<file path="src/hw/ipfb_pkg.sv">
// Package with register map, field layout and reset values of the priority bank
package ipfb_pkg;
  localparam int unsigned REG_W = 16;
  localparam int unsigned ADDR_W = 4;
  localparam int unsigned LVL_W = 3;
  // Register offsets
  localparam logic [3:0] OFF_BANK_FIVE = 4'h0;
  localparam logic [3:0] OFF_BANK_SEVEN = 4'h2;
  localparam logic [3:0] OFF_BANK_EIGHT = 4'h3;
  localparam logic [3:0] OFF_BANK_NINE = 4'h4;
  // Writable bit masks
  localparam logic [15:0] MASK_BANK_FIVE = 16'h7770;
  localparam logic [15:0] MASK_BANK_SEVEN = 16'h7777;
  localparam logic [15:0] MASK_BANK_EIGHT = 16'h0077;
  localparam logic [15:0] MASK_BANK_NINE = 16'h7770;
  // Reset values: each field resets to level 4
  localparam logic [15:0] RST_BANK_FIVE = 16'h4440;
  localparam logic [15:0] RST_BANK_SEVEN = 16'h4444;
  localparam logic [15:0] RST_BANK_EIGHT = 16'h0044;
  localparam logic [15:0] RST_BANK_NINE = 16'h4440;
  // Field low bit positions
  localparam int unsigned POS_HI = 12;
  localparam int unsigned POS_MH = 8;
  localparam int unsigned POS_ML = 4;
  localparam int unsigned POS_LO = 0;
  localparam logic [2:0] LVL_OFF = 3'h0;
  localparam logic [15:0] ZERO16 = 16'h0000;
endpackage

</file>
<file path="src/hw/ipfb_sync.sv">
// Reset release synchroniser
`timescale 1ns/1ps
module ipfb_sync (
  // Clock and raw reset
  input wire logic clk,
  input wire logic rst_n,
  // Synchronised reset
  output logic rst_sync_n
);
  logic s1_q;
  logic s2_q;
  // Two flops release the reset cleanly
  always_ff @(posedge clk or negedge rst_n) begin
    if (!rst_n) begin
      s1_q <= 1'b0;
      s2_q <= 1'b0;
    end else begin
      s1_q <= 1'b1;
      s2_q <= s1_q;
    end
  end
  assign rst_sync_n = s2_q;
endmodule

</file>
<file path="src/hw/ipfb_preg.sv">
// One priority register with a mask of implemented bits
`timescale 1ns/1ps
module ipfb_preg #(
  parameter logic [15:0] MASK = 16'hffff,
  parameter logic [15:0] RSTV = 16'h0000
) (
  // Clock and reset
  input wire logic clk,
  input wire logic rst_n,
  // Write port
  input wire logic wr_en,
  input wire logic [15:0] wr_data,
  // Stored value
  output logic [15:0] value
);
  logic [15:0] val_q;
  logic [15:0] val_d;
  // Only implemented bits take write data
  always_comb begin
    val_d = val_q;
    if (wr_en) begin
      val_d = wr_data & MASK;
    end
  end
  always_ff @(posedge clk or negedge rst_n) begin
    if (!rst_n) begin
      val_q <= RSTV & MASK;
    end else begin
      val_q <= val_d;
    end
  end
  assign value = val_q;
endmodule

</file>
<file path="src/hw/ipfb_top.sv">
// Interrupt priority field bank: four registers and per-source level outputs
`timescale 1ns/1ps
module ipfb_top (
  // Clock and reset
  input wire logic clk,
  input wire logic rst_n,
  // Register port
  input wire logic [3:0] addr,
  input wire logic [15:0] wdata,
  input wire logic wr,
  input wire logic rd,
  output logic [15:0] rdata,
  // Levels, timer and compare
  output logic [2:0] timer_four_level,
  output logic [2:0] compare_ch4_level,
  output logic [2:0] compare_ch3_level,
  output logic [2:0] timer_five_level,
  // Levels, uart and external
  output logic [2:0] uart_b_transmit_level,
  output logic [2:0] uart_b_receive_level,
  output logic [2:0] ext_irq_two_level,
  // Levels, spi
  output logic [2:0] spi_b_event_level,
  output logic [2:0] spi_b_fault_level,
  // Levels, capture
  output logic [2:0] capture_ch5_level,
  output logic [2:0] capture_ch4_level,
  output logic [2:0] capture_ch3_level,
  // Source enables, high when level is not zero
  output logic [11:0] src_enable
);
  logic rst_s_n;
  logic [15:0] b5;
  logic [15:0] b7;
  logic [15:0] b8;
  logic [15:0] b9;
  logic [15:0] rdata_q;
  logic [15:0] rdata_d;
  logic [35:0] lvl_q;
  logic [35:0] lvl_d;
  logic [11:0] en_q;
  logic [11:0] en_d;

  ipfb_sync u_sync (
    .clk(clk),
    .rst_n(rst_n),
    .rst_sync_n(rst_s_n)
  );

  // Four priority registers, each with its own implemented-bit mask
  ipfb_preg #(.MASK(ipfb_pkg::MASK_BANK_FIVE), .RSTV(ipfb_pkg::RST_BANK_FIVE)) u_b5 (
    .clk(clk),
    .rst_n(rst_s_n),
    .wr_en(wr && addr == ipfb_pkg::OFF_BANK_FIVE),
    .wr_data(wdata),
    .value(b5)
  );
  ipfb_preg #(.MASK(ipfb_pkg::MASK_BANK_SEVEN), .RSTV(ipfb_pkg::RST_BANK_SEVEN)) u_b7 (
    .clk(clk),
    .rst_n(rst_s_n),
    .wr_en(wr && addr == ipfb_pkg::OFF_BANK_SEVEN),
    .wr_data(wdata),
    .value(b7)
  );
  ipfb_preg #(.MASK(ipfb_pkg::MASK_BANK_EIGHT), .RSTV(ipfb_pkg::RST_BANK_EIGHT)) u_b8 (
    .clk(clk),
    .rst_n(rst_s_n),
    .wr_en(wr && addr == ipfb_pkg::OFF_BANK_EIGHT),
    .wr_data(wdata),
    .value(b8)
  );
  ipfb_preg #(.MASK(ipfb_pkg::MASK_BANK_NINE), .RSTV(ipfb_pkg::RST_BANK_NINE)) u_b9 (
    .clk(clk),
    .rst_n(rst_s_n),
    .wr_en(wr && addr == ipfb_pkg::OFF_BANK_NINE),
    .wr_data(wdata),
    .value(b9)
  );

  // Read mux; unmapped addresses read zero
  always_comb begin
    rdata_d = ipfb_pkg::ZERO16;
    if (rd) begin
      unique case (addr)
        ipfb_pkg::OFF_BANK_FIVE: rdata_d = b5;
        ipfb_pkg::OFF_BANK_SEVEN: rdata_d = b7;
        ipfb_pkg::OFF_BANK_EIGHT: rdata_d = b8;
        ipfb_pkg::OFF_BANK_NINE: rdata_d = b9;
        default: rdata_d = ipfb_pkg::ZERO16;
      endcase
    end
  end

  // Field extraction into a flat level vector, one cycle after storage
  always_comb begin
    lvl_d[2:0] = b5[ipfb_pkg::POS_HI +: ipfb_pkg::LVL_W];
    lvl_d[5:3] = b5[ipfb_pkg::POS_MH +: ipfb_pkg::LVL_W];
    lvl_d[8:6] = b5[ipfb_pkg::POS_ML +: ipfb_pkg::LVL_W];
    lvl_d[11:9] = b7[ipfb_pkg::POS_HI +: ipfb_pkg::LVL_W];
    lvl_d[14:12] = b7[ipfb_pkg::POS_MH +: ipfb_pkg::LVL_W];
    lvl_d[17:15] = b7[ipfb_pkg::POS_ML +: ipfb_pkg::LVL_W];
    lvl_d[20:18] = b7[ipfb_pkg::POS_LO +: ipfb_pkg::LVL_W];
    lvl_d[23:21] = b8[ipfb_pkg::POS_ML +: ipfb_pkg::LVL_W];
    lvl_d[26:24] = b8[ipfb_pkg::POS_LO +: ipfb_pkg::LVL_W];
    lvl_d[29:27] = b9[ipfb_pkg::POS_HI +: ipfb_pkg::LVL_W];
    lvl_d[32:30] = b9[ipfb_pkg::POS_MH +: ipfb_pkg::LVL_W];
    lvl_d[35:33] = b9[ipfb_pkg::POS_ML +: ipfb_pkg::LVL_W];
    // Level code passes straight through: 7 highest, 1 lowest, 0 off
    for (int i = 0; i < 12; i++) begin
      en_d[i] = lvl_d[i*3 +: 3] != ipfb_pkg::LVL_OFF;
    end
  end

  // Output registers
  always_ff @(posedge clk or negedge rst_s_n) begin
    if (!rst_s_n) begin
      rdata_q <= 16'h0000;
      lvl_q <= 36'h0;
      en_q <= 12'h000;
    end else begin
      rdata_q <= rdata_d;
      lvl_q <= lvl_d;
      en_q <= en_d;
    end
  end

  // Output mapping
  assign rdata = rdata_q;
  assign timer_four_level = lvl_q[2:0];
  assign compare_ch4_level = lvl_q[5:3];
  assign compare_ch3_level = lvl_q[8:6];
  assign uart_b_transmit_level = lvl_q[11:9];
  assign uart_b_receive_level = lvl_q[14:12];
  assign ext_irq_two_level = lvl_q[17:15];
  assign timer_five_level = lvl_q[20:18];
  assign spi_b_event_level = lvl_q[23:21];
  assign spi_b_fault_level = lvl_q[26:24];
  assign capture_ch5_level = lvl_q[29:27];
  assign capture_ch4_level = lvl_q[32:30];
  assign capture_ch3_level = lvl_q[35:33];
  assign src_enable = en_q;
endmodule

</file>
<file path="config.mk">
export PLATFORM = sky130hd
export DESIGN_NAME = ipfb_top
export DESIGN_NICKNAME = d
export VERILOG_FILES = /design/src/hw/ipfb_pkg.sv /design/src/hw/ipfb_sync.sv /design/src/hw/ipfb_preg.sv /design/src/hw/ipfb_top.sv
export SDC_FILE = /design/constraint.sdc
export NUM_CORES = 1
export LEC_CHECK = 0
export BUFFER_PORTS_ARGS = -buffer_cell sky130_fd_sc_hd__buf_2
export CORE_MARGIN = 8
export CORE_UTILIZATION = 34
export DETAILED_ROUTE_END_ITERATION = 10
export HOLD_SLACK_MARGIN = 0.1
export PLACE_DENSITY_LB_ADDON = 0.15
export SETUP_SLACK_MARGIN = 0.2
export SLEW_MARGIN = 20
export SYNTH_ARGS = -nofsm -noshare
export SYNTH_HDL_FRONTEND = slang
export SYNTH_HIERARCHICAL = 1
export SYNTH_SLANG_ARGS = --single-unit
export TNS_END_PERCENT = 20
</file>
<file path="constraint.sdc">
create_clock -name clk -period 4.3 [get_ports clk]
set_clock_uncertainty 0.15 [all_clocks]
set_input_delay 0.86 -clock clk [delete_from_list [all_inputs] [get_ports clk]]
set_output_delay 0.86 -clock clk [all_outputs]
set_load 0.02 [all_outputs]
</file>
==> summary.txt <==
Status
  • Status: completed

Placement
  • GP Congestion: 0.688
  • Detail Placement HPWL: 5.81 mm
  • Port bufs: 83
  • Cell Area, Placed: 4420 µm²

Finish
  • Area delta synth->final: 17.1%
  • # diodes: 0
  • Most frequent cells in the layout: dfrtp_1, buf_2, mux2_4
  • # fillers: 1066
  • Layout cells sized above 1: 49.7%
  • Total Nets Final: about 360
  • Design area: 4680 µm²
  • Commonest non-fill, non-tap cell in the layout: dfrtp_1

Synthesis
  • Syn_area_per_cell: about 16 µm²
  • Netlist Area Pre-Place: 4000 µm²
  • Top FF cell, synth: dfrtp_1
  • Syn Inst Count: 254
  • #FFs+latches synth: 102
  • Post-synth EDFFs: 0
  • Register area share after synthesis: 64.2%
  • Synth warn: 6
  • Area contributors post-synth: dfrtp_1, mux2_4, dfstp_2
  • Post-synth cell types: 22
  • Post-synth top area share: between 50 and 60%
  • Fraction of registers with async set/reset: 100%
  • Synth area leader: dfrtp_1

Clock tree
  • Root buf cell: clkbuf_16
  • CTS tree: built
  • Setup Buffers After CTS: 0
  • Hold buffers post-CTS: 0
  • CTS resizes: 0
  • Clock buffer depth: 2
  • Deepest level of the CTS H-tree: 3
  • TritonCTS Sinks: roughly 100
  • Clk slew on worst S/H paths: ~0.070 ns
  • CTS buffer count: 9
  • Worst-Skew Late Latency: 0.34 ns

Critical path
  • Critical Path RT: 4.37 ns
  • R2r endpoint: u_b5/value[6]$_DFFE_PN1P_
  • Worst Reg-to-Reg Cells: 1
  • CP max FO: 18
  • Worst Path Class, Setup: primary input to flip-flop
  • Worst Setup End Kind: flip-flop
  • Setup crit start kind: primary input
  • Setup slack, reg-to-reg: roughly 2.7 ns
  • RR Startpoint: u_sync/rst_sync_n$_DFF_PN0_
  • Worst EP arrival: 2.65 ns

Floorplan
  • IO Pins: just under 90
  • Core Region: ~11000 µm²
  • Die area: around 15000 µm²
  • Die H: 124 µm
  • Die W: 124 µm
  • Initial core utilization: 34.9%
  • Row Count: 39

Timing
  • Part of the cycle the worst path needs: between 60% and 70%
  • Max-slew violations: 0
  • Fmax: 387 MHz
  • Rel. slew slack: 46.8%
  • Total Neg Setup Slack: 0 ns
  • Fin. Hold Viols: 0
  • Min cycle time layout: about 2.6 ns
  • Worst slew pin tran: ~0.80 ns
  • Final setup violation count: 0
  • Setup repair after global routing missed its margin: no

Global routing
  • Initial antenna violation count: 0
  • GRT overflow: 0
  • Vias in the first global route: ~2500
  • Largest net degree at the start of global routing: 63
  • GRT Util Overall: approximately 12%
  • Global-route wire length before repair: 14.0 mm

Drt
  • DRT antenna net count: 0
  • Vias per inst: 4.60
  • Iteration-0 DRC Markers: 147
  • Routed length per instance: 17.6 µm
  • Pre-antenna DRT Iters: 8
  • Routed vias: between 2000 and 2500
  • Detailed-route DRC error count: 0
  • Post-Route WL: 8.56 mm

Worst hold path
  • Hold crit path type: primary input to async pin

Flow run
  • MaxCap Viol Count: 0

Pwr
  • VDD IR-drop max: 0.219 mV
  • P per Cell Area: 540 nW/µm²
  • Leak Pwr: between 2 and 2.5 nW
cell usage after synthesis, drive strengths merged (2+ instances only):
cell	number
dfrtp	90
mux2	52
buf	39
nor2	17
a222oi	15
dfstp	12
or3	12
conb	5
and3b	3
nand3b	2
area by class of cell:
cell class | count | area [µm²] | share of cell area (%)
timing repair buffer | 89 | 460 | 9.84
tap | 143 | 179 | 3.82
sequential | 102 | 2570 | 54.9
clock buffer | 11 | 233 | 4.97
multi-input combinational | 137 | 1210 | 25.8
clock inverter | 5 | 27.5 | 0.588
worst max-delay path, cell delays in order:
cell and delay (ns):
buf_2 0.13, nor3_2 0.16, buf_4 0.26, and3_1 0.65, buf_4 0.27, mux2_4 0.30
layer usage:
layer	up-vias	wire length, µm	GRT usage (%)
met1	1153	3820	14.6
met4	0	166	6.38
li1	1015	-	-
met2	65	4160	17.7
met5	-	0	0
met3	9	410	2.81
cells by family after synthesis:
| logic type | after synthesis | synth area share [%] |
|---|---|---|
| DFF | 102 | 64.2 |
| muxes | 53 | 18.1 |
| buffers and inverters | 39 | 7.79 |
| and+or+nand+nor | 38 | 5.35 |
| AOI/OAI and AO/OA | 17 | 4.10 |
| other | 5 | 0.469 |
through the flow:
stage | hold WS (ns) | utilization [%] | total power [mW] | setup slack (ns) | std cells
2_1_floorplan | 0.181 | - | 1.64 | 1.12 | 278
3_3_place_gp | 0.187 | 38.5 | 1.82 | 1.35 | 471
3_5_place_dp | 0.193 | 38.5 | 1.83 | 1.34 | 471
4_1_cts | 0.126 | 40.8 | 2.57 | 1.70 | 487
5_1_grt | 0.124 | 40.8 | 2.66 | 1.65 | 487
6_report | 0.143 | 40.8 | 2.53 | 1.72 | 487
registers in the layout, summed over array words and instances (netlist names), 6 cells and up:
name	cells
rdata	16
u_b7/value	12
u_b9/value	9
u_b5/value	9
lvl_q	36
src_enable	12
u_b8/value	6
where the power goes:
| group | switching, mW | internal [mW] |
|---|---|---|
| combinational | 0.267 | 0.233 |
| sequential | 0.126 | 1.17 |
| clock | 0.340 | 0.389 |
worst max-delay path by stage:
stage	startpoint	endpoint	slack, ns	cells past startpoint
4_1_cts	addr[0]	u_b7/value[9]$_DFFE_PN0P_	1.70	6
3_5_place_dp	addr[0]	u_b7/value[9]$_DFFE_PN0P_	1.34	6
6_report	addr[0]	u_b7/value[5]$_DFFE_PN0P_	1.72	6
2_1_floorplan	u_sync/rst_sync_n$_DFF_PN0_	lvl_q[0]$_DFF_PN0_	1.12	0
5_1_grt	addr[0]	u_b7/value[5]$_DFFE_PN0P_	1.65	6
3_3_place_gp	addr[0]	u_b7/value[5]$_DFFE_PN0P_	1.35	6
Note: power is estimated with default switching activity, not from simulation.
